`config.mk`:
```
export PLATFORM = sky130hd
export DESIGN_NAME = liu_global_config_registers
export DESIGN_NICKNAME = d
export VERILOG_FILES = /design/src/logic/channel_violation_monitor.v /design/src/logic/liu_global_config_registers.v
export VERILOG_INCLUDE_DIRS = /design/src /design/src/include
export SDC_FILE = /design/constraint.sdc
export NUM_CORES = 1
export LEC_CHECK = 0
export BUFFER_PORTS_ARGS = -buffer_cell sky130_fd_sc_hd__buf_2
export CAP_MARGIN = 20
export CORE_MARGIN = 5
export CORE_UTILIZATION = 40
export CTS_CLUSTER_DIAMETER = 30
export DETAILED_ROUTE_END_ITERATION = 12
export PLACE_DENSITY = 0.64
export SYNTH_ARGS = -nofsm -noshare
export SYNTH_HDL_FRONTEND = slang
export SYNTH_SLANG_ARGS = --single-unit
```
`constraint.sdc`:
```
create_clock -name clk -period 3.3 [get_ports clk]
set_clock_uncertainty 0.05 [all_clocks]
set_input_delay 0.66 -clock clk [delete_from_list [all_inputs] [get_ports clk]]
set_output_delay 0.66 -clock clk [all_outputs]
set_load 0.02 [all_outputs]
```
`src/include/liu_global_config_defines.vh`:
```
/*
 * Constants for the global configuration register group of the line interface:
 * register addresses, field positions, reset values and detector thresholds.
 * Assumes an 8-bit parallel processor port and one 200 MHz system clock.
 */
// Overview of operation
// - extended enable raises the zero run that declares loss of signal to 4,096.
// - test bit set raises output_tristate_test for the output pins, the data bus stays driven; clear restores it.
// - source bit 0 uses per-channel termination bits, 1 uses shared hardware pin.
// - first master clock select 00/01/10/11 gives 1.544/3.088/6.176/12.352 MHz, default 00.
// - second master clock select 00/01/10/11 gives 2.048/4.096/8.192/16.384 MHz, default 00.
// - each violation counter is 16 bits, saturates, and raises overflow at saturation.
// - monitor select 0 reports violation activity, 1 reports counter overflow.
// - hardware reset clears every field to zero; each field writes and reads back.
`ifndef LIU_GLOBAL_CONFIG_DEFINES_VH
`define LIU_GLOBAL_CONFIG_DEFINES_VH

// ****************************************************************
// register addresses
// ****************************************************************
`define ADDR_LOS_TEST        8'hE1
`define ADDR_TERMINATION     8'hE2
`define ADDR_SLICER          8'hE3
`define ADDR_MCLK_SELECT     8'hE4
`define ADDR_VIOLATION_CTRL  8'hE5

// ****************************************************************
// field positions
// ****************************************************************
`define BIT_EXT_ZEROS        1
`define BIT_TRISTATE_TEST    0
`define BIT_TERM_SOURCE      6
`define BIT_SLICER_HIGH      3
`define BIT_SLICER_LOW       2
`define FLD_MCLK_A_HI        7
`define FLD_MCLK_A_LO        6
`define FLD_MCLK_B_HI        5
`define FLD_MCLK_B_LO        4
`define BIT_MONITOR_SELECT   7

// ****************************************************************
// reset values and widths
// ****************************************************************
`define RESET_BYTE           8'h00
`define RESET_FIELD2         2'h0
`define CHANNELS             14
`define COUNT_MAX            16'hFFFF
`define COUNT_ONE            16'h0001
`define COUNT_ZERO           16'h0000
`define ZERO_RUN_NORMAL      13'h0020
`define ZERO_RUN_EXTENDED    13'h1000
`define ZERO_RUN_ONE         13'h0001
`define ZERO_RUN_NONE        13'h0000

`endif

```
`src/logic/channel_violation_monitor.v`:
```
/*
 * One channel's line code violation counter and digital loss-of-signal detector.
 * Assumes bit_tick, rx_zero, violation and counter_clear come from logic on clk.
 */
`timescale 1ns/1ps
`include "liu_global_config_defines.vh"

module channel_violation_monitor (
    input  wire        clk,              // system clock
    input  wire        rst_n,            // async reset, active low
    input  wire        bit_tick,         // one received bit this cycle
    input  wire        rx_zero,          // received bit is a zero
    input  wire        violation,        // code violation pulse
    input  wire        counter_clear,    // clear counter and overflow
    input  wire        extended_enable,  // long zero run threshold
    input  wire        monitor_select,   // status shows overflow when set
    output reg         status_reg,       // violation or overflow status
    output reg         overflow_reg,     // counter saturated
    output reg         loss_reg          // digital loss of signal
);

    reg  [15:0] count_reg;
    reg  [12:0] zero_run_reg;
    wire [12:0] threshold;

    assign threshold = extended_enable ? `ZERO_RUN_EXTENDED : `ZERO_RUN_NORMAL;

    // ****************************************************************
    // violation counter
    // ****************************************************************
    // a violation in the clear cycle still counts, so no event is lost
    always @(posedge clk or negedge rst_n) begin
        if (!rst_n) begin
            count_reg    <= `COUNT_ZERO;
            overflow_reg <= 1'b0;
        end else begin
            if (counter_clear) begin
                count_reg    <= violation ? `COUNT_ONE : `COUNT_ZERO;
                overflow_reg <= 1'b0;
            end else if (violation && count_reg != `COUNT_MAX) begin
                count_reg <= count_reg + `COUNT_ONE;
            end
            if (!counter_clear && count_reg == `COUNT_MAX) begin
                overflow_reg <= 1'b1;
            end
        end
    end

    // ****************************************************************
    // zero run detector
    // ****************************************************************
    // run saturates at the threshold so a later threshold change is seen at once
    always @(posedge clk or negedge rst_n) begin
        if (!rst_n) begin
            zero_run_reg <= `ZERO_RUN_NONE;
            loss_reg     <= 1'b0;
        end else begin
            if (bit_tick) begin
                if (!rx_zero) begin
                    zero_run_reg <= `ZERO_RUN_NONE;
                end else if (zero_run_reg < threshold) begin
                    zero_run_reg <= zero_run_reg + `ZERO_RUN_ONE;
                end
            end
            loss_reg <= (zero_run_reg >= threshold);
        end
    end

    // status selection
    always @(posedge clk or negedge rst_n) begin
        if (!rst_n) begin
            status_reg <= 1'b0;
        end else begin
            status_reg <= monitor_select ? overflow_reg : violation;
        end
    end

endmodule

```
`src/logic/liu_global_config_registers.v`:
```
/*
 * Global configuration registers of the line interface, reached over the
 * parallel processor port, and the per-channel logic they steer.
 * Assumes the processor pins are asynchronous to clk and that each strobe is
 * held for at least four clock periods; channel inputs are on clk.
 */
`timescale 1ns/1ps
`include "liu_global_config_defines.vh"

module liu_global_config_registers (
    input  wire        clk,                          // 200 MHz system clock
    input  wire        rst_n,                        // hardware reset, active low
    input  wire        cs_n,                         // chip select pin, active low
    input  wire        wr_n,                         // write strobe pin, active low
    input  wire        rd_n,                         // read strobe pin, active low
    input  wire [7:0]  addr,                         // register address pins
    input  wire [7:0]  data_in,                      // data bus input
    output reg  [7:0]  data_out,                     // data bus output
    output reg         data_oe,                      // data bus drive enable
    input  wire        rx_termination_pin,           // shared termination pin
    input  wire [13:0] channel_termination_bits,     // per-channel termination bits
    input  wire [13:0] bit_tick,                     // received bit strobes
    input  wire [13:0] rx_zero,                      // received bit is zero
    input  wire [13:0] line_code_violation,          // violation pulses
    input  wire        counter_clear,                // clear all violation counters
    output reg         extended_zero_count_enable,   // long zero run enabled
    output reg         output_tristate_test,         // outputs high impedance request, data bus stays live
    output reg         rx_termination_source,        // termination from pin
    output reg  [13:0] rx_termination_choice,        // termination in use
    output reg         slicer_level_high_bit,        // slicer level select high
    output reg         slicer_level_low_bit,         // slicer level select low
    output reg  [1:0]  master_clock_a_output,        // first master clock select
    output reg  [1:0]  master_clock_b_output,        // second master clock select
    output reg         violation_monitor_select,     // status shows overflow
    output wire [13:0] violation_status,             // per-channel status
    output wire [13:0] counter_overflow,             // per-channel overflow
    output wire [13:0] loss_of_signal                // per-channel digital loss
);

    // ****************************************************************
    // pin synchronisers
    // ****************************************************************
    reg  [2:0]  strobe_s1_reg;
    reg  [2:0]  strobe_s2_reg;
    reg  [7:0]  addr_s1_reg;
    reg  [7:0]  addr_s2_reg;
    reg  [7:0]  data_s1_reg;
    reg  [7:0]  data_s2_reg;
    reg         term_pin_s1_reg;
    reg         term_pin_s2_reg;
    reg         write_active_reg;
    reg  [7:0]  write_addr_reg;
    reg  [7:0]  write_data_reg;
    reg  [7:0]  read_value;
    wire        write_now;
    wire        read_now;
    wire        write_done;

    // strobes and buses each pass two flops before any decode
    always @(posedge clk or negedge rst_n) begin
        if (!rst_n) begin
            strobe_s1_reg   <= 3'h7;
            strobe_s2_reg   <= 3'h7;
            addr_s1_reg     <= `RESET_BYTE;
            addr_s2_reg     <= `RESET_BYTE;
            data_s1_reg     <= `RESET_BYTE;
            data_s2_reg     <= `RESET_BYTE;
            term_pin_s1_reg <= 1'b0;
            term_pin_s2_reg <= 1'b0;
        end else begin
            strobe_s1_reg   <= {cs_n, wr_n, rd_n};
            strobe_s2_reg   <= strobe_s1_reg;
            addr_s1_reg     <= addr;
            addr_s2_reg     <= addr_s1_reg;
            data_s1_reg     <= data_in;
            data_s2_reg     <= data_s1_reg;
            term_pin_s1_reg <= rx_termination_pin;
            term_pin_s2_reg <= term_pin_s1_reg;
        end
    end

    assign write_now  = !strobe_s2_reg[2] && !strobe_s2_reg[1];
    assign read_now   = !strobe_s2_reg[2] && !strobe_s2_reg[0];
    assign write_done = write_active_reg && !write_now;

    // ****************************************************************
    // write capture
    // ****************************************************************
    // the last address and data seen while the strobe is low are committed
    // when it rises, so a bus still settling at the leading edge is harmless
    always @(posedge clk or negedge rst_n) begin
        if (!rst_n) begin
            write_active_reg <= 1'b0;
            write_addr_reg   <= `RESET_BYTE;
            write_data_reg   <= `RESET_BYTE;
        end else begin
            write_active_reg <= write_now;
            if (write_now) begin
                write_addr_reg <= addr_s2_reg;
                write_data_reg <= data_s2_reg;
            end
        end
    end

    // ****************************************************************
    // configuration fields
    // ****************************************************************
    // all fields clear on hardware reset and change the cycle after write ends
    always @(posedge clk or negedge rst_n) begin
        if (!rst_n) begin
            extended_zero_count_enable <= 1'b0;
            output_tristate_test       <= 1'b0;
            rx_termination_source      <= 1'b0;
            slicer_level_high_bit      <= 1'b0;
            slicer_level_low_bit       <= 1'b0;
            master_clock_a_output      <= `RESET_FIELD2;
            master_clock_b_output      <= `RESET_FIELD2;
            violation_monitor_select   <= 1'b0;
        end else if (write_done) begin
            case (write_addr_reg)
                `ADDR_LOS_TEST: begin
                    extended_zero_count_enable <= write_data_reg[`BIT_EXT_ZEROS];
                    output_tristate_test       <= write_data_reg[`BIT_TRISTATE_TEST];
                end
                `ADDR_TERMINATION: begin
                    rx_termination_source <= write_data_reg[`BIT_TERM_SOURCE];
                end
                `ADDR_SLICER: begin
                    slicer_level_high_bit <= write_data_reg[`BIT_SLICER_HIGH];
                    slicer_level_low_bit  <= write_data_reg[`BIT_SLICER_LOW];
                end
                `ADDR_MCLK_SELECT: begin
                    master_clock_a_output <= write_data_reg[`FLD_MCLK_A_HI:`FLD_MCLK_A_LO];
                    master_clock_b_output <= write_data_reg[`FLD_MCLK_B_HI:`FLD_MCLK_B_LO];
                end
                `ADDR_VIOLATION_CTRL: begin
                    violation_monitor_select <= write_data_reg[`BIT_MONITOR_SELECT];
                end
                default: begin
                end
            endcase
        end
    end

    // ****************************************************************
    // read back
    // ****************************************************************
    // unused and reserved bits, and unmapped addresses, read as zero
    always @* begin
        read_value = `RESET_BYTE;
        case (addr_s2_reg)
            `ADDR_LOS_TEST: begin
                read_value[`BIT_EXT_ZEROS]     = extended_zero_count_enable;
                read_value[`BIT_TRISTATE_TEST] = output_tristate_test;
            end
            `ADDR_TERMINATION: begin
                read_value[`BIT_TERM_SOURCE] = rx_termination_source;
            end
            `ADDR_SLICER: begin
                read_value[`BIT_SLICER_HIGH] = slicer_level_high_bit;
                read_value[`BIT_SLICER_LOW]  = slicer_level_low_bit;
            end
            `ADDR_MCLK_SELECT: begin
                read_value[`FLD_MCLK_A_HI:`FLD_MCLK_A_LO] = master_clock_a_output;
                read_value[`FLD_MCLK_B_HI:`FLD_MCLK_B_LO] = master_clock_b_output;
            end
            `ADDR_VIOLATION_CTRL: begin
                read_value[`BIT_MONITOR_SELECT] = violation_monitor_select;
            end
            default: begin
                read_value = `RESET_BYTE;
            end
        endcase
    end

    // bus driver; the register port stays live in test mode so it can be left
    always @(posedge clk or negedge rst_n) begin
        if (!rst_n) begin
            data_out <= `RESET_BYTE;
            data_oe  <= 1'b0;
        end else begin
            data_out <= read_value;
            data_oe  <= read_now && !write_now;
        end
    end

    // ****************************************************************
    // receive termination steering
    // ****************************************************************
    // one shared source bit switches every channel in the same cycle
    always @(posedge clk or negedge rst_n) begin
        if (!rst_n) begin
            rx_termination_choice <= 14'h0000;
        end else if (rx_termination_source) begin
            rx_termination_choice <= {`CHANNELS{term_pin_s2_reg}};
        end else begin
            rx_termination_choice <= channel_termination_bits;
        end
    end

    // ****************************************************************
    // channel monitors
    // ****************************************************************
    genvar ch;
    generate
        for (ch = 0; ch < `CHANNELS; ch = ch + 1) begin : chan
            channel_violation_monitor monitor (
                .clk             (clk),
                .rst_n           (rst_n),
                .bit_tick        (bit_tick[ch]),
                .rx_zero         (rx_zero[ch]),
                .violation       (line_code_violation[ch]),
                .counter_clear   (counter_clear),
                .extended_enable (extended_zero_count_enable),
                .monitor_select  (violation_monitor_select),
                .status_reg      (violation_status[ch]),
                .overflow_reg    (counter_overflow[ch]),
                .loss_reg        (loss_of_signal[ch])
            );
        end
    endgenerate

endmodule

```
* Word-level counts from Yosys, hierarchy flattened *
Index checks and enable logic that the tools add are counted.

cells by class
  add/subtract/negate cells = 28
  reductions and logical operators = 84
  magnitude comparators = 28
  eq/ne operators = 52
  multiplexer cells = 106

operator list
  operator                                                                 number
  16-bit two-way mux                                                       28
  13-bit two-way mux                                                       29
  16-bit by 1-bit adder with 16-bit output, second input constant          14
  16-bit == test, second input constant                                    14
  16-bit inequality test, second input constant                            14
  13-bit by 1-bit adder with 13-bit output, second input constant          14
  13-bit >= comparator                                                     14
  13-bit less-than comparator                                              14
  8-bit == test, second input constant                                     10
  2-bit nonzero test                                                       28
  1-bit two-way mux                                                        43
  2-bit AND reduction                                                      19
  1-bit logical AND                                                        32
  2-bit by 1-bit inequality test with 1-bit output, second input constant  14
  14-bit two-way mux                                                       1
  2-bit two-way mux                                                        3
  1-bit logical NOT                                                        5
  1-bit one-hot mux with 2 select lines                                    2

word-level totals
  register bits = 538
  input bits = 79
  logic and storage cells = 390
  output and inout bits = 75

* Depth between registers and ports, before layout *
  depth after elaboration = 5
  gate-level depth with buffers = 8
  mapped depth without buffers = 7

* Hierarchy *
Synthesis repeated with hierarchy kept, for this count alone.

unflattened totals
  cells, all modules = 3,094
  area total of the unflattened synthesis = 30,359.1 sq um

modules (own cells, without submodules)
  module                       area an instance (sq um)  instances  cells an instance  sequential area each (sq um)
  channel_violation_monitor    1,955.6                   14         208                800.8
  liu_global_config_registers  2,980.4                   1          182                2,259.7

* Worst setup path after synthesis *
Ideal clock, no wire load.

  kind = reg2reg
  start point = register extended_zero_count_enable
  end point = register chan[10].monitor.zero_run_reg[5]
  path buffers = 0
  library setup time = 87 ps
  stages on the path, launching flop included = 8
  arrival time = 2,713 ps
  data required time = 3,163 ps
  path slack = 450 ps
  period minus slack after synthesis = 2,850 ps
  path through = dfrtp_1 > inv_1 > ha_1 > or4b_4 > o22ai_4 > nand3_4 > or4_1 > o211ai_1

on the way
  cells in the longest elaborated chain, start to end = 4

RTL lines
  what                                                               RTL line                           text
  start: declaration                                                 liu_global_config_registers.v:26   output reg extended_zero_count_enable,
  start signal: assignment                                           liu_global_config_registers.v:122  extended_zero_count_enable <= write_data_reg[`BIT_EXT_ZEROS];
  13-bit two-way mux (no source line)                                n/a
  13-bit less-than comparator                                        channel_violation_monitor.v:61     end else if (zero_run_reg < threshold) begin
  2-bit by 1-bit inequality test with 1-bit output (no source line)  n/a
  2-bit AND reduction (no source line)                               n/a
  end signal: assignment                                             channel_violation_monitor.v:55     zero_run_reg <= `ZERO_RUN_NONE;
  end signal: assignment                                             channel_violation_monitor.v:60     zero_run_reg <= `ZERO_RUN_NONE;
  end signal: assignment                                             channel_violation_monitor.v:62     zero_run_reg <= zero_run_reg + `ZERO_RUN_ONE;
  end: declaration                                                   channel_violation_monitor.v:23     reg [12:0] zero_run_reg;

No other way between the ends.
A chain may end at the register's enable or synchronous reset.

* Worst setup path after layout *
  start point = register extended_zero_count_enable
  end point = register chan[6].monitor.zero_run_reg[11]

on the way
  cells in the longest elaborated chain, start to end = 4

RTL lines
  what                                                               RTL line
  13-bit two-way mux (no source line)                                n/a
  13-bit less-than comparator                                        channel_violation_monitor.v:61
  2-bit by 1-bit inequality test with 1-bit output (no source line)  n/a
  2-bit AND reduction (no source line)                               n/a
  end signal: assignment                                             channel_violation_monitor.v:55
  end signal: assignment                                             channel_violation_monitor.v:60
  end signal: assignment                                             channel_violation_monitor.v:62
  end: declaration                                                   channel_violation_monitor.v:23

No other way between the ends.

==> Flow_metrics.wiki <==
{| class="wikitable"
! Metric !! Value
|-
| Initial antenna violation count || 4
|-
| Worst ir drop on vdd || 0.000417 V
|-
| Slew Limit Fails || 0
|-
| Reported leakage power || 0.0149 uW
|-
| Clock tree sinks || between 500 and 600
|-
| Period utilisation layout || 89.1%
|-
| Worst rel slew slack || 43.8%
|-
| Initial core utilization || between 40% and 50%
|-
| Port bufs || 153
|-
| Clock-pin slew reported for the worst setup and hold paths after clock tree synthesis || 0.06 ns
|-
| Clock buffer count from CTS || 130
|-
| Reg2Reg Setup Slack || 0.36 ns
|-
| Sum of overflow across all layers after global routing || 0
|-
| Deepest clock path buffer count || 3
|-
| Length of routed wiring on met1 || 27.9 mm
|-
| Weighted congestion at the end of routability-driven global placement || 0.828
|-
| Number of nets in the layout || approximately 3,300
|-
| Yosys warnings || 0
|-
| Overall via count from detail_route || 22,500
|-
| Setup repair after global routing missed its margin || no
|-
| Ratio of cells with drive above 1 in the final layout || 15.3%
|-
| Yosys cell types || 87
|-
| Hold Fails Final Rpt || 0
|-
| Transition time at the pin with the least slew margin || approximately 0.84 ns
|-
| Number of flip-flops in the largest register || 224
|-
| Result of the run || completed
|-
| Reg2Reg Depth || 7
|-
| CP startpoint kind || register
|-
| Hold EP || data_s1_reg[6]
|-
| Net switching power figure || 6010 uW
|-
| Fillers || 6,361
|-
| Drt first pass iters || 9
|-
| Final HPWL DP || roughly 40 mm
|-
| Floorplan row count || between 90 and 100
|-
| Remaining routing DRC violations || 0
|-
| Final standard cell area without fillers || 0.0345 sq mm
|-
| Cell type group with the largest total delay on the critical path || simple AND/OR/NAND/NOR gates
|-
| CP Class || register to register
|-
| Clock network fraction of total power || 57.4%
|-
| Type of the worst min-delay path || input pin to register
|-
| Multi-input combinational cell area || 0.0133 sq mm
|-
| Vias in the first global route || 22,100
|-
| Clock tree from TritonCTS || built
|-
| Gate count of the mapped netlist || 2,919
|-
| Post-synthesis instance area || 0.0279 sq mm
|-
| Clock latency on the worst-skew pair || 0.70 ns
|-
| Count of buffering cells on the critical path with inverters included || 2
|-
| Routed length per placed instance || 14.7 microns
|-
| Count of flip-flops with a built-in enable after synthesis || 0
|-
| Sequential power share || 32.7%
|-
| Combinational group share of total power || approximately a tenth
|-
| Detailed-route wire length || 61.1 mm
|-
| Int Power || 17,500 uW
|-
| Switching portion of total power || 25.6%
|-
| Placed Instance Area || between 0.02 and 0.03 sq mm
|-
| Amount of wire on met2 after detailed routing || 29.1 mm
|-
| Chip height || between 200 and 300 microns
|-
| Total power per unit cell area || slightly below 700 mW/mm^2
|-
| Total of flip-flops plus latches after synthesis || between 500 and 600
|-
| Share of flip-flops with an asynchronous set or reset after synthesis || 100%
|-
| I/O Pins || 154
|-
| Kind of end point of the critical path || register
|-
| Violation count after the first detailed-route iteration || 1,275
|-
| GRT Resource Usage Total || 16.4%
|-
| Most used DFF post-synth || sky130_fd_sc_hd__dfrtp_1
|-
| Signal arrival time at the worst endpoint || ~3.5 ns
|-
| Top achievable clock speed || 340 MHz
|-
| Post-CTS sizing || 0
|-
| Worst reg2reg startpoint || extended_zero_count_enable
|-
| Largest net degree at the start of global routing || between 70 and 80
|-
| Crit path time final || 2.94 ns
|-
| Portion of the post-synthesis area used by sequential elements || between 40% and 50%
|-
| Total die area || ~0.075 sq mm
|-
| Wire length of the first global-routing pass || 105 mm
|-
| Growth of design area from synthesis to finish || 23.4%
|-
| Die width || 274 microns
|-
| Slowest cell on the critical path || sky130_fd_sc_hd__or4_1
|-
| Total of max-cap violations || 0
|-
| Routed wire length on met3 || 2.54 mm
|-
| Top routing layer in use || met5
|-
| Delay of the slowest cell on the worst path || 0.58 ns
|-
| FF-to-FF End || chan[6].monitor.zero_run_reg[11]
|-
| Avg Inst Size Synth || 9.57 sq um
|-
| FF+latch area || 0.0135 sq mm
|-
| Final TNS setup || 0 ns
|-
| Hold Path Origin || data_in[6]
|-
| Setup bufs post-CTS || 0
|-
| CP Max Fanout || 24
|-
| Antenna violation net count after detailed routing || 0
|-
| Worst hold path stage count || 1
|-
| Deepest level of the CTS H-tree || 4
|-
| CTS Root Buffer Type || sky130_fd_sc_hd__clkbuf_16
|-
| Placeable Area || ~0.07 sq mm
|-
| Finish-stage setup viols || 0
|-
| Avg Vias per Cell || about 5.4
|-
| Post-Synthesis Net Count || 3,068
|-
| WP data required || 3.81 ns
|-
| Cell breakdown of the critical path || clkinv_1 > buf_12 > ha_1 > nor4b_1 > a21oi_1 > or4_1 > a311o_1
|}
-- placed cells by master, fill, tap and decap left out, drive strengths merged, types with 55 or more instances in the layout --
cell type | Yosys | final
clkbuf | 83 | 171
o21ai | 109 | 109
o211ai | 65 | 65
dfrtp | 532 | 532
nor4 | 68 | 68
nor2 | 286 | 286
inv | 128 | 139
a21oi | 94 | 94
nand3 | 209 | 209
xnor2 | 77 | 77
buf | 49 | 178
nand2 | 273 | 273
ha | 70 | 70
nand4 | 114 | 114
xor2 | 55 | 55
nor3 | 90 | 90
and3 | 60 | 60
-- power by group through the flow --
stage	logic, uW	clock network, uW	registers [uW]
floorplan	1730	0	7650
CTS	2360	13800	7690
detailed placement	2330	0	7770
global placement	2290	0	7770
finish	2320	13500	7690
global route	2650	14200	7780
-- per-layer routing --
layer	GRT usage, %	vias up
met5	0	-
met3	3.54	123
met2	26.8	399
met4	6.37	2
li1	-	11200
met1	21.3	10800
-- kinds of logic (layout without fill, tap and decap cells) --
group / count (synthesis) / in the layout / synth area share (%)
simple gates: 1341 / 1341 / 25.2
fa+ha+maj: 70 / 70 / 3.13
flops: 538 / 538 / 48.2
other cells: 0 / 2 / 0
mux: 72 / 72 / 2.82
xor+xnor: 132 / 132 / 4.14
buf+inv: 265 / 565 / 4.15
compound gates: 501 / 501 / 12.4
-- timing repair --
item	in CTS	in global routing
endpoints found under the hold margin	81	0
hold buffers	20	0
setup endpoints to repair	0	0
-- synth_stat cells (65+ instances only) --
| cell type | n | share of area (%) |
|---|---|---|
| sky130_fd_sc_hd__dfrtp_1 | 532 | 48 |
| sky130_fd_sc_hd__nor2_1 | 286 | 3.8 |
| sky130_fd_sc_hd__nand2_1 | 270 | 3.6 |
| sky130_fd_sc_hd__nand3_1 | 206 | 3.7 |
| sky130_fd_sc_hd__inv_1 | 128 | 1.7 |
| sky130_fd_sc_hd__nand4_1 | 112 | 2.5 |
| sky130_fd_sc_hd__o21ai_0 | 107 | 1.9 |
| sky130_fd_sc_hd__a21oi_1 | 94 | 1.7 |
| sky130_fd_sc_hd__nor3_1 | 89 | 1.6 |
| sky130_fd_sc_hd__clkbuf_1 | 83 | 1.1 |
| sky130_fd_sc_hd__xnor2_1 | 77 | 2.4 |
| sky130_fd_sc_hd__ha_1 | 70 | 3.1 |
| sky130_fd_sc_hd__nor4_1 | 66 | 1.5 |
| sky130_fd_sc_hd__o211ai_1 | 65 | 1.7 |
-- metrics by stage --
step / setup slack, ns / hold WS, ns / instances / total power (uW) / util [%]
2_1_floorplan: 0.450 / 0.281 / 2919 / 9380 / -
3_3_place_gp: 0.478 / 0.281 / 3905 / 10100 / 42.4
3_5_place_dp: 0.371 / 0.287 / 3905 / 10100 / 42.4
4_1_cts: 0.344 / 0.00123 / 4159 / 23900 / 49.5
5_1_grt: 0.187 / 0.0160 / 4160 / 24600 / 49.5
6_report: 0.360 / 0.0729 / 4161 / 23500 / 49.5
-- cell type report --
cell class,count,share of cell area [%]
sequential,538,39.1
inverter,133,1.45
tap,940,3.41
antenna,2,0.0145
clock buffer,171,10.6
multi-input combinational,2116,38.6
clock inverter,63,3.09
timing repair buffer,198,3.68
-- how the worst max path moves through the flow --
| stage | slack [ns] | start | cells past startpoint | end |
|---|---|---|---|---|
| 3_5_place_dp | 0.37 | extended_zero_count_enable | 8 | chan[10].monitor.zero_run_reg[5] |
| 2_1_floorplan | 0.45 | extended_zero_count_enable | 7 | chan[10].monitor.zero_run_reg[5] |
| 4_1_cts | 0.34 | extended_zero_count_enable | 8 | chan[10].monitor.zero_run_reg[5] |
| 6_report | 0.36 | extended_zero_count_enable | 7 | chan[6].monitor.zero_run_reg[11] |
| 5_1_grt | 0.19 | extended_zero_count_enable | 8 | chan[3].monitor.zero_run_reg[7] |
| 3_3_place_gp | 0.48 | extended_zero_count_enable | 8 | chan[10].monitor.zero_run_reg[7] |
Note: power is estimated with default switching activity, not from simulation.
